--- src/utl_map.vh ---
// Constants for the UTMI transmit and byte-clock block.
// Assumes the 100 MHz core clock stands in for the PHY bit-rate clock.
`ifndef UTL_MAP_VH
`define UTL_MAP_VH
// ----------------------------------------------------------------------
// Timing
// ----------------------------------------------------------------------
`define UTL_CORE_MHZ        100
`define UTL_START_US        5600
`define UTL_SETTLE_US       1400
`define UTL_START_CYC       (`UTL_START_US * `UTL_CORE_MHZ)
`define UTL_SETTLE_CYC      (`UTL_SETTLE_US * `UTL_CORE_MHZ)
`define UTL_FS_BIT_CLKS     5
`define UTL_FS_BYTE_CLKS    40
`define UTL_FS_STUF1_CLKS   45
`define UTL_FS_STUF2_CLKS   50
// ----------------------------------------------------------------------
// Line coding
// ----------------------------------------------------------------------
`define UTL_SYNC_BYTE       8'h80
`define UTL_STUFF_RUN       6
`define UTL_EOP_BITS        2
// ----------------------------------------------------------------------
// Transmit states
// ----------------------------------------------------------------------
`define UTL_ST_RESET        3'h0
`define UTL_ST_WAIT         3'h1
`define UTL_ST_SYNC         3'h2
`define UTL_ST_DATA         3'h3
`define UTL_ST_EOP          3'h4
`endif

--- src/utl_tx_link.v ---
// UTMI transmit path, byte clock enable and receive strobe pacing.
// Assumes SIE inputs are synchronous to core_clk; line side is bit serial.
`timescale 1ns/1ps
`include "utl_map.vh"
module utl_tx_link
#(
  parameter START_CYC  = `UTL_START_CYC,
  parameter SETTLE_CYC = `UTL_SETTLE_CYC
)
(
  input  wire       core_clk,
  input  wire       rst_n,
  input  wire       suspend_n,
  input  wire       xcvr_select,
  input  wire [7:0] data_in,
  input  wire       tx_valid,
  input  wire       rx_byte_ready,
  input  wire [7:0] rx_byte,
  input  wire       rx_packet,
  output reg  [7:0] data_out,
  output reg        data_oe,
  output wire       tx_ready,
  output reg        rx_active,
  output reg        rx_valid,
  output reg        phy_byte_clock,
  output reg        clock_locked,
  output reg        line_bit,
  output reg        line_se0,
  output reg        line_oe
);

// ----------------------------------------------------------------------
// Byte clock start-up after suspend
// ----------------------------------------------------------------------
// The analog PLL is outside this block; the counters model its start and
// settle windows; the transmitter waits out only the start window, not clock_locked, and the receive side waits for neither.
reg [31:0] start_cnt;
reg        clock_run;
always @(posedge core_clk)
begin
  if (!rst_n || !suspend_n)
  begin
    start_cnt      <= 32'h0;
    clock_run      <= 1'b0;
    clock_locked   <= 1'b0;
    phy_byte_clock <= 1'b0;
  end
  else if (!clock_run)
  begin
    start_cnt <= start_cnt + 32'h1;
    if (start_cnt >= START_CYC - 1)
    begin
      clock_run <= 1'b1;
      start_cnt <= 32'h0;
    end
  end
  else
  begin
    phy_byte_clock <= ~phy_byte_clock;
    if (!clock_locked)
    begin
      start_cnt <= start_cnt + 32'h1;
      if (start_cnt >= SETTLE_CYC - 1)
        clock_locked <= 1'b1;
    end
  end
end

// ----------------------------------------------------------------------
// Bit pacing: one tick per line bit
// ----------------------------------------------------------------------
reg [2:0] bit_div;
wire      bit_tick = xcvr_select ? (bit_div == `UTL_FS_BIT_CLKS - 1)
                                 : 1'b1;
always @(posedge core_clk)
begin
  if (!rst_n || !xcvr_select || bit_tick)
    bit_div <= 3'h0;
  else
    bit_div <= bit_div + 3'h1;
end

// ----------------------------------------------------------------------
// Transmit state machine
// ----------------------------------------------------------------------
reg  [2:0] state;
reg  [2:0] next_state;
reg  [7:0] shift;
reg  [7:0] next_shift;
reg  [7:0] hold;
reg  [7:0] next_hold;
reg        hold_full;
reg        next_hold_full;
reg  [2:0] bit_idx;
reg  [2:0] next_bit_idx;
reg  [2:0] ones;
reg  [2:0] next_ones;
reg        stuff_pend;
reg        next_stuff_pend;
reg        need_byte;
reg        next_need_byte;
reg        nrzi;
reg        next_nrzi;
reg        next_line_bit;
reg        next_line_se0;
reg        next_line_oe;
wire       in_frame = (state == `UTL_ST_SYNC) || (state == `UTL_ST_DATA);
wire       cur_bit  = shift[0];
wire       take     = tx_ready && tx_valid;
wire       last_bit = bit_tick && !stuff_pend && (bit_idx == 3'h7);

// A byte is asked for once per byte time, at bit 6 of a data byte (the first one from the start of sync), so the ready pulse
// comes early in full speed and just in time in high speed.
// Gating by tx_valid keeps ready low from the cycle the SIE lets go.
assign tx_ready = in_frame && need_byte && tx_valid;

// ----------------------------------------------------------------------
// Transmit next-state logic
// ----------------------------------------------------------------------
// A byte taken on the very edge that empties the shifter goes straight
// into it; any earlier byte waits in the holding register.
always @*
begin
  next_state      = state;
  next_shift      = shift;
  next_hold       = hold;
  next_hold_full  = hold_full;
  next_bit_idx    = bit_idx;
  next_ones       = ones;
  next_stuff_pend = stuff_pend;
  next_need_byte  = need_byte;
  next_nrzi       = nrzi;
  next_line_bit   = line_bit;
  next_line_se0   = line_se0;
  next_line_oe    = line_oe;
  case (state)
    `UTL_ST_RESET:
      next_state = `UTL_ST_WAIT;
    `UTL_ST_WAIT:
    begin
      next_line_oe  = 1'b0;
      next_line_se0 = 1'b0;
      next_line_bit = 1'b1;
      if (tx_valid && clock_run)
      begin
        next_state      = `UTL_ST_SYNC;
        next_shift      = `UTL_SYNC_BYTE;
        next_bit_idx    = 3'h0;
        next_ones       = 3'h0;
        next_stuff_pend = 1'b0;
        next_hold_full  = 1'b0;
        next_need_byte  = 1'b1;
        next_nrzi       = 1'b1;
      end
    end
    `UTL_ST_SYNC, `UTL_ST_DATA:
    begin
      if (take && !last_bit)
      begin
        next_hold      = data_in;
        next_hold_full = 1'b1;
      end
      if (take)
        next_need_byte = 1'b0;
      if (bit_tick)
      begin
        next_line_oe = 1'b1;
        if (stuff_pend)
        begin
          next_nrzi       = ~nrzi;
          next_line_bit   = ~nrzi;
          next_stuff_pend = 1'b0;
          next_ones       = 3'h0;
        end
        else
        begin
          next_line_bit   = cur_bit ? nrzi : ~nrzi;
          next_nrzi       = cur_bit ? nrzi : ~nrzi;
          next_ones       = cur_bit ? ones + 3'h1 : 3'h0;
          next_stuff_pend = cur_bit && (ones == `UTL_STUFF_RUN - 1);
          next_shift      = {1'b0, shift[7:1]};
          next_bit_idx    = bit_idx + 3'h1;
          if (bit_idx == 3'h6 && state == `UTL_ST_DATA && tx_valid)
            next_need_byte = 1'b1;
        end
      end
      if (last_bit)
      begin
        next_bit_idx = 3'h0;
        if (hold_full)
        begin
          next_state     = `UTL_ST_DATA;
          next_shift     = hold;
          next_hold_full = 1'b0;
        end
        else if (take)
        begin
          next_state = `UTL_ST_DATA;
          next_shift = data_in;
        end
        else
        begin
          next_state     = `UTL_ST_EOP;
          next_need_byte = 1'b0;
        end
      end
    end
    `UTL_ST_EOP:
    begin
      next_need_byte = 1'b0;
      if (bit_tick)
      begin
        next_bit_idx  = bit_idx + 3'h1;
        next_line_se0 = (bit_idx < `UTL_EOP_BITS);
        next_line_bit = 1'b1;
        if (bit_idx == `UTL_EOP_BITS + 1)
          next_state = `UTL_ST_WAIT;
      end
    end
    default:
      next_state = `UTL_ST_RESET;
  endcase
end

// ----------------------------------------------------------------------
// Transmit registers
// ----------------------------------------------------------------------
always @(posedge core_clk)
begin
  if (!rst_n)
  begin
    state      <= `UTL_ST_RESET;
    shift      <= 8'h0;
    hold       <= 8'h0;
    hold_full  <= 1'b0;
    bit_idx    <= 3'h0;
    ones       <= 3'h0;
    stuff_pend <= 1'b0;
    need_byte  <= 1'b0;
    nrzi       <= 1'b1;
  end
  else
  begin
    state      <= next_state;
    shift      <= next_shift;
    hold       <= next_hold;
    hold_full  <= next_hold_full;
    bit_idx    <= next_bit_idx;
    ones       <= next_ones;
    stuff_pend <= next_stuff_pend;
    need_byte  <= next_need_byte;
    nrzi       <= next_nrzi;
  end
end

// ----------------------------------------------------------------------
// Line driver outputs
// ----------------------------------------------------------------------
// The end-of-packet keeps the driver on for two idle bit ticks after the two
// single-ended zero bits, so the line leaves the packet at the J level.
always @(posedge core_clk)
begin
  if (!rst_n)
  begin
    line_bit <= 1'b1;
    line_se0 <= 1'b0;
    line_oe  <= 1'b0;
  end
  else
  begin
    line_bit <= next_line_bit;
    line_se0 <= next_line_se0;
    line_oe  <= next_line_oe;
  end
end

// ----------------------------------------------------------------------
// Receive side pacing
// ----------------------------------------------------------------------
// The elasticity buffer sits in the recovery front end; this block only
// presents bytes it hands over, one strobe per byte regardless of rate.
always @(posedge core_clk)
begin
  if (!rst_n)
  begin
    rx_active <= 1'b0;
    rx_valid  <= 1'b0;
  end
  else
  begin
    rx_active <= rx_packet;
    rx_valid  <= rx_packet && rx_byte_ready;
  end
end

// ----------------------------------------------------------------------
// Receive data holding register
// ----------------------------------------------------------------------
// The byte stays put between strobes, so a slow full speed byte time
// shows the same value for all of its cycles.
always @(posedge core_clk)
begin
  if (!rst_n)
    data_out <= 8'h0;
  else if (rx_packet && rx_byte_ready)
    data_out <= rx_byte;
end

// ----------------------------------------------------------------------
// Data bus direction
// ----------------------------------------------------------------------
always @(posedge core_clk)
begin
  if (!rst_n)
    data_oe <= 1'b0;
  else
    data_oe <= !tx_valid && rx_packet;
end

endmodule

--- config.mk ---
export PLATFORM = sky130hd
export DESIGN_NAME = utl_tx_link
export DESIGN_NICKNAME = d
export VERILOG_FILES = /design/src/utl_tx_link.v
export VERILOG_INCLUDE_DIRS = /design/src
export SDC_FILE = /design/constraint.sdc
export NUM_CORES = 1
export LEC_CHECK = 0
export ABC_AREA = 1
export BUFFER_PORTS_ARGS = -buffer_cell sky130_fd_sc_hd__buf_2
export CAP_MARGIN = 10
export CORE_MARGIN = 2
export CORE_UTILIZATION = 45
export DETAILED_ROUTE_END_ITERATION = 6
export GPL_TIMING_DRIVEN = 0
export SLEW_MARGIN = 10
export SYNTH_ARGS = -nofsm -noshare
export SYNTH_HDL_FRONTEND = slang
export SYNTH_SLANG_ARGS = --single-unit
--- constraint.sdc ---
create_clock -name core_clk -period 2.2 [get_ports core_clk]
set_input_delay 0.44 -clock core_clk [delete_from_list [all_inputs] [get_ports core_clk]]
set_output_delay 0.44 -clock core_clk [all_outputs]
set_load 0.02 [all_outputs]
==> results of run 1 <==
[synth_stat cells (2+ instances only)]
library cell,number
nand2_2,7
nor2_4,2
nor2_1,124
nand3_1,31
buf_4,2
clkbuf_1,2
a211oi_1,3
xnor2_1,4
inv_1,66
xor2_1,15
buf_6,2
buf_2,3
nand4_1,4
nand3b_1,2
nand2_4,2
a21oi_1,31
nor3_1,14
nor2_2,4
nor3b_1,2
nor3_2,5
dfxtp_1,81
o21ai_0,48
a31oi_1,2
ha_1,9
o211ai_1,7
nor4_1,4
inv_2,6
nand2_1,137
[worst max-delay path, stage by stage, from the launching register on]
cell	delay [ns]
dfxtp_1	0.38
ha_1	0.18
nand2_1	0.12
nor2_2	0.13
nand2_1	0.07
nand2_1	0.07
nand2_1	0.05
nand2_1	0.06
nand2_1	0.07
nand2_2	0.11
nand2_4	0.10
nand2_4	0.11
buf_6	0.15
nor2_1	0.05
[layer usage]
metal / wire [um] / track usage, % / vias up
met5: 0 / 0 / -
met4: 204 / 9.36 / 0
met3: 542 / 5.04 / 16
met2: 4570 / 34.2 / 95
met1: 4960 / 28.0 / 1862
li1: - / - / 2134
[sequential cells by signal, summed over array words and instances (netlist names)]
| name | cells |
|---|---|
| state | 3 |
| line_oe | 1 |
| shift | 8 |
| bit_div | 3 |
| clock_locked | 1 |
| hold | 8 |
| line_se0 | 1 |
| stuff_pend | 1 |
| ones | 3 |
| line_bit | 1 |
| clock_run | 1 |
| bit_idx | 3 |
| rx_active | 1 |
| data_out | 8 |
| data_oe | 1 |
| nrzi | 1 |
| start_cnt | 32 |
| hold_full | 1 |
| phy_byte_clock | 1 |
| rx_valid | 1 |
| need_byte | 1 |
[stage by stage]
step | utilization [%] | hold slack, ns | worst slack (ns)
2_1_floorplan | - | 0.417 | 0.689
3_3_place_gp | 50.3 | 0.430 | 0.463
3_5_place_dp | 50.3 | 0.439 | 0.447
4_1_cts | 52.4 | 0.294 | 0.433
5_1_grt | 52.4 | 0.314 | 0.221
6_report | 52.4 | 0.304 | 0.433
[power by group]
| group | switching [W] | internal [W] |
|---|---|---|
| registers | 0.000124 | 0.00163 |
| clock network | 0.000590 | 0.000524 |
| logic | 0.000655 | 0.000364 |
| total | 0.00137 | 0.00252 |
[area by class of cell]
cell class	count	area (um^2)	share of cell area, %
well taps	129	161	3.33
multi-input cells	469	2320	48.0
clock inverters	6	67.6	1.40
repair buffers	39	195	4.03
flip-flops and latches	81	1620	33.5
inverters	74	280	5.79
plain buffers	11	68.8	1.42
clock buffers	9	124	2.56
[logic make-up (layout without fill, tap and decap cells)]
group / Yosys count / count (layout) / synth area share, %
and+or+nand+nor: 344 / 344 / 35.2
buffers and inverters: 85 / 139 / 8.13
DFF: 81 / 81 / 37.8
AOI/OAI and AO/OA: 97 / 97 / 12.4
xor gates and xnor gates: 19 / 19 / 3.88
adders and majority gates: 9 / 9 / 2.62
[worst max-delay path by stage]
stage	startpoint	end	slack, ns	depth (start not counted)
after global routing	start_cnt[0]	start_cnt[30]	0.22	10
final	start_cnt[0]	start_cnt[7]	0.43	13
after floorplan	start_cnt[0]	start_cnt[16]	0.69	11
after CTS	bit_div[0]	hold[6]	0.43	10
after detailed placement	start_cnt[1]	start_cnt[16]	0.45	13
after global placement	start_cnt[0]	start_cnt[20]	0.46	13
==> impl_summary.log, run 1 <==
[metrics] Cell Count Post-Placement: 803
[metrics] number of hold-slack violations in the final timing report: 0
[metrics] Slew HR: 63.9%
[metrics] fillcell total: between 900 and 1,000
[metrics] cell depth of the worst min-delay path: 3
[metrics] area of the mapped netlist: 4290 um^2
[metrics] Post-Synthesis Net Count: between 600 and 700
[metrics] endpoint of the most critical register-to-register path: start_cnt[7]
[metrics] Die ar.: between 10,000 and 15,000 um^2
[metrics] initial cell density of the core: around 46%
[metrics] number of buffers added by the clock tree synthesis step: 9
[metrics] Synth-to-Final Area Change: 12.8%
[metrics] Post-route DRC: 0
[metrics] Worst EP required: between 2 and 2.5 ns
[metrics] final setup fails: 0
[metrics] global-route wire length before repair: 17.8 mm
[metrics] Avg WL per Cell: 12.6 um
[metrics] total negative slack: 0 ns
[metrics] number of unique standard cell types used by synthesis: 44
[metrics] number of I/O port buffers: 39
[metrics] router iterations before antenna repair: 4
[metrics] post-synth top area share: roughly 38%
[metrics] largest cells by area after synthesis: dfxtp_1, nand2_1, nor2_1
[metrics] worst hold-check path type: input port to flop
[metrics] type of destination of the critical path: flop
[metrics] arrival time reported for the critical path endpoint: around 2.0 ns
[metrics] category of the worst setup path launch point: flop
[metrics] share of the yosys chip area belonging to registers: 37.8%
[metrics] maximum clock frequency: roughly 570 MHz
[metrics] pwr dens: 803 nW/um^2
[metrics] CTS tree: done
[metrics] period utilization: roughly 80%
[metrics] maximum level of the CTS H-tree: 3
[metrics] Detailed Route Iter0 Violations: 163
[metrics] Cell Rows: 35
[metrics] highest-count cells in the layout ignoring fill and taps: nand2_1, nor2_1, dfxtp_1, inv_1, o21ai_0
[metrics] Hold-fix buffers, CTS: 0
[metrics] number of buffers on the longest clock path: 2
[metrics] CTS Sinks: 81
[metrics] Inserted Diodes: 0
[metrics] clock root buffer: clkbuf_8
[metrics] RSZ-0062 raised after global routing: no
[metrics] maximum resistive drop on vdd: ~0.37 mV
[metrics] setup bufs post-CTS: 0
[metrics] total global routing track utilization: between 20 and 25%
[metrics] gpl congestion: between 0.9 and 1
[metrics] CTS clock-pin slew for the worst setup and hold paths: ~0.090 ns
[metrics] Reg2Reg Depth: 13
[metrics] antenna viol nets, final: 0
[metrics] Static Leak: around 2.1 nW
[metrics] horizontal die dimension: roughly 100 um
[metrics] number of pins exceeding their max-slew limit in the final report: 0
[metrics] Placement Cell Area: about 4600 um^2
[metrics] Tmin final: around 1.8 ns
[metrics] sum of internal, switching and leakage power: 0.00389 W
[metrics] global route total overflow: 0
[metrics] startpoint of the tightest hold check path: rx_packet
[metrics] endpoint of the worst hold-timing path: rx_active
[metrics] vertical extent of the die: 102 um
[metrics] worst-case clock skew: about 0.014 ns
[metrics] cells after synthesis: ~640
[metrics] Crit Path Category: flop to flop
[metrics] Synth Flop Type: dfxtp_1
[metrics] number of global-route vias before repair: 3,908
[metrics] EDFF count, synth: 0
[metrics] Core Area: about 9000 um^2
[metrics] initial antenna violation count: 0
[metrics] asr flop ratio synth: 0%
[metrics] detailed placer's ending HPWL: 7.85 mm
[metrics] Seq cells post-synth: 81
[metrics] DR vias: between 4,000 and 5,000
[metrics] clock latency on the worst-skew pair: around 0.36 ns
[metrics] run status: completed
[metrics] final layout net count: about 720
[metrics] most common cell after layout, fill and taps aside: nand2_1
[metrics] mean instance size in the synthesized netlist: approximately 6.8 um^2
[metrics] Worst Tran Pin Value: about 0.54 ns
[metrics] count of synthesis-stage warnings from yosys: 0
[metrics] maximum number of pins on one net before global-route repair: 15
[metrics] count of boundary I/O pins: 40
[metrics] worst r2r src: start_cnt[0]
[metrics] detailed-route vias per instance: 5.02
[metrics] area of all placed cells without fillers: between 4000 and 5000 um^2
[metrics] share of post-route cells with drive strength above 1: 13.8%
[metrics] Gates resized, CTS repair: 0
[metrics] max_cap viols: 0
[metrics] DRT Wirelength: 10.3 mm
[metrics] Final Instance Count excl. Fillers: just over 800
[metrics] worst-case register-to-register setup slack: between 0.4 and 0.5 ns
[metrics] dominant cell type by area after synthesis: dfxtp_1
[metrics] maximum fanout count along the critical path: 10
Note: power is estimated with default switching activity, not from simulation.
==> run 2: changes to the inputs <==
==> constraint.sdc (replaced) <==
create_clock -name core_clk -period 1.7 [get_ports core_clk]
set_input_delay 0.34 -clock core_clk [delete_from_list [all_inputs] [get_ports core_clk]]
set_output_delay 0.34 -clock core_clk [all_outputs]
set_load 0.02 [all_outputs]
==> run 2 against run 1 <==
  * Clock power rose by 31%
  * Non-clock buffer count rose by 17
  * Sequential share of layout area fell by 2.3 points
  * Global-route usage rose by 0.058 points
  * Setup slack got worse by 0.37 ns
  * First-iteration DRC count rose by 1.2%
  * Power rose by 33%
  * Core utilization rose by 4.2 points
  * Hold slack got worse by 0.10 ns
  * Largest cell class unchanged
==> impl_summary.log, run 2 (same netlist as run 1, synthesis figures left out) <==
[metrics] DRT Wirelength: 10.8 mm (was 10.3 mm)
[metrics] total global routing track utilization: 21.6% (about the same)
[metrics] count of boundary I/O pins: 40 (unchanged)
[metrics] clock latency on the worst-skew pair: 0.36 ns (about the same)
[metrics] maximum clock frequency: 610 MHz (was 566 MHz)
[metrics] Synth-to-Final Area Change: 21.9% (was 12.8%)
[metrics] DR vias: 4,238 (was 4,107)
[metrics] horizontal die dimension: 102 um (unchanged)
[metrics] total negative slack: 0 ns (unchanged)
[metrics] max reg flops: 32 (unchanged)
[metrics] clock root buffer: clkbuf_8 (unchanged)
[metrics] Cell Count Post-Placement: 803 (unchanged)
[metrics] type of destination of the critical path: flop (unchanged)
[metrics] max_cap viols: 0 (unchanged)
[metrics] antenna viol nets, final: 0 (unchanged)
[metrics] router iterations before antenna repair: 5 (was 4)
[metrics] run status: completed (unchanged)
[metrics] number of buffers added by the clock tree synthesis step: 9 (unchanged)
[metrics] Tmin final: 1.64 ns (was 1.77 ns)
[metrics] highest-count cells in the layout ignoring fill and taps: nand2_1, nor2_1, dfxtp_1, inv_1, o21ai_0 (unchanged)
[metrics] global route total overflow: 0 (unchanged)
[metrics] period utilization: 96.5% (was 80.3%)
[metrics] number of I/O port buffers: 39 (unchanged)
[metrics] share of post-route cells with drive strength above 1: 21.2% (was 13.8%)
[metrics] Die ar.: 10,300 um^2 (unchanged)
[metrics] vertical extent of the die: 102 um (unchanged)
[metrics] Most flops, register: start_cnt (unchanged)
[metrics] global-route wire length before repair: 17.8 mm (about the same)
[metrics] Avg WL per Cell: 12.9 um (was 12.6 um)
[metrics] CTS tree: done (unchanged)
[metrics] detailed placer's ending HPWL: 7.85 mm (unchanged)
[metrics] Worst Tran Pin Value: 0.580 ns (was 0.541 ns)
[metrics] number of global-route vias before repair: 3,939 (was 3,908)
[metrics] CTS Sinks: 81 (unchanged)
[metrics] final layout net count: 734 (was 717)
[metrics] pwr dens: 986 nW/um^2 (was 803 nW/um^2)
[metrics] Crit Path Category: flop to flop (unchanged)
[metrics] maximum fanout count along the critical path: 6 (was 10)
[metrics] hold slack: 0.203 ns (was 0.304 ns)
[metrics] number of buffers on the longest clock path: 2 (unchanged)
[metrics] final setup fails: 0 (unchanged)
[metrics] Post-route DRC: 0 (unchanged)
[metrics] maximum resistive drop on vdd: 0.482 mV (was 0.365 mV)
[metrics] gpl congestion: 0.920 (unchanged)
[metrics] category of the worst setup path launch point: flop (unchanged)
[metrics] initial antenna violation count: 0 (unchanged)
[metrics] most common cell after layout, fill and taps aside: nand2_1 (unchanged)
[metrics] arrival time reported for the critical path endpoint: 1.90 ns (was 2.02 ns)
[metrics] initial cell density of the core: 46.5% (unchanged)
[metrics] worst hold-check path type: input port to flop (unchanged)
[metrics] number of hold-slack violations in the final timing report: 0 (unchanged)
[metrics] detailed-route vias per instance: 5.08 (was 5.02)
[metrics] worst-case clock skew: 0.0124 ns (was 0.0142 ns)
[metrics] Slew HR: 61.3% (was 63.9%)
[metrics] CTS clock-pin slew for the worst setup and hold paths: 0.09 ns (about the same)
[metrics] Cell Rows: 35 (unchanged)
[metrics] Inserted Diodes: 0 (unchanged)
[metrics] maximum number of pins on one net before global-route repair: 15 (unchanged)
[metrics] RSZ-0062 raised after global routing: yes (was no)
[metrics] Detailed Route Iter0 Violations: 165 (was 163)
[metrics] sum of internal, switching and leakage power: 0.00516 W (was 0.00389 W)
[metrics] Worst EP required: 1.96 ns (was 2.46 ns)
[metrics] number of pins exceeding their max-slew limit in the final report: 0 (unchanged)
[metrics] Static Leak: 2.27 nW (was 2.08 nW)
[metrics] maximum level of the CTS H-tree: 3 (unchanged)
[metrics] Final Instance Count excl. Fillers: 835 (was 818)
[metrics] Core Area: 9240 um^2 (unchanged)
-- run 2: worst paths after layout --
| path | start | end | slack, ns | cells past startpoint |
|---|---|---|---|---|
| worst max-delay path | start_cnt[1] | start_cnt[4] | 0.06 | 13 |
| worst min-delay path | rx_packet | rx_active | 0.20 | 3 |
| worst max register to register | start_cnt[1] | start_cnt[4] | 0.06 | 13 |
| worst min register to register | bit_div[0] | bit_div[0] | 0.42 | 1 |
-- run 2: area by class of cell --
cell class                      count  area [um^2]
Tap cell                          129          161
Clock inverter                      6         67.6
Clock buffer                        9          124
Inverter                           74          283
Timing Repair Buffer               56          364
Buffer                             11         83.8
Sequential cell                    81         1630
Multi-Input combinational cell    469         2510
Fill cell                         876         4010
-- run 2: what timing repair did --
action	CTS	global route
pin swaps	2	21
hold endpoints to repair	0	0
gates cloned	0	2
setup endpoints to repair	37	56
hold buffers	0	0
buffers inserted	6	9
resized for setup	9	55
-- run 2: through the flow --
stage / cell area, um^2 / utilization (%) / setup slack, ns
finish: 5230 / 56.6 / 0.0596
global route: 5230 / 56.6 / -0.0369
CTS: 4910 / 53.1 / 0.00793
detailed placement: 4650 / 50.3 / -0.0533
global placement: 4650 / 50.3 / -0.0366
floorplan: 4290 / - / 0.189
-- run 2: layer usage --
metal / vias up / GRT usage, % / wire length, um
met4: 0 / 9.46 / 302
met1: 1930 / 27.9 / 5010
met3: 24 / 5.04 / 597
met5: - / 0 / 0
li1: 2175 / - / -
met2: 109 / 34.5 / 4880
-- run 2: where the power goes --
part | total, W | switching (W) | internal, W
Clock | 0.00145 | 0.000774 | 0.000679
Sequential | 0.00227 | 0.000165 | 0.00211
Combinational | 0.00144 | 0.000901 | 0.000535
-- run 2: critical path, cell delays in order (launching register included) --
cell and delay, ns:
dfxtp_4 0.38, ha_4 0.15, nand2_4 0.06, nor2_4 0.10, nand2_1 0.06, nand2_1 0.08, nand2_1 0.05, nand2_1 0.07
nand2_2 0.07, nand2_4 0.12, nand2_8 0.08, nand2_8 0.11, clkbuf_16 0.16, nor2_2 0.03
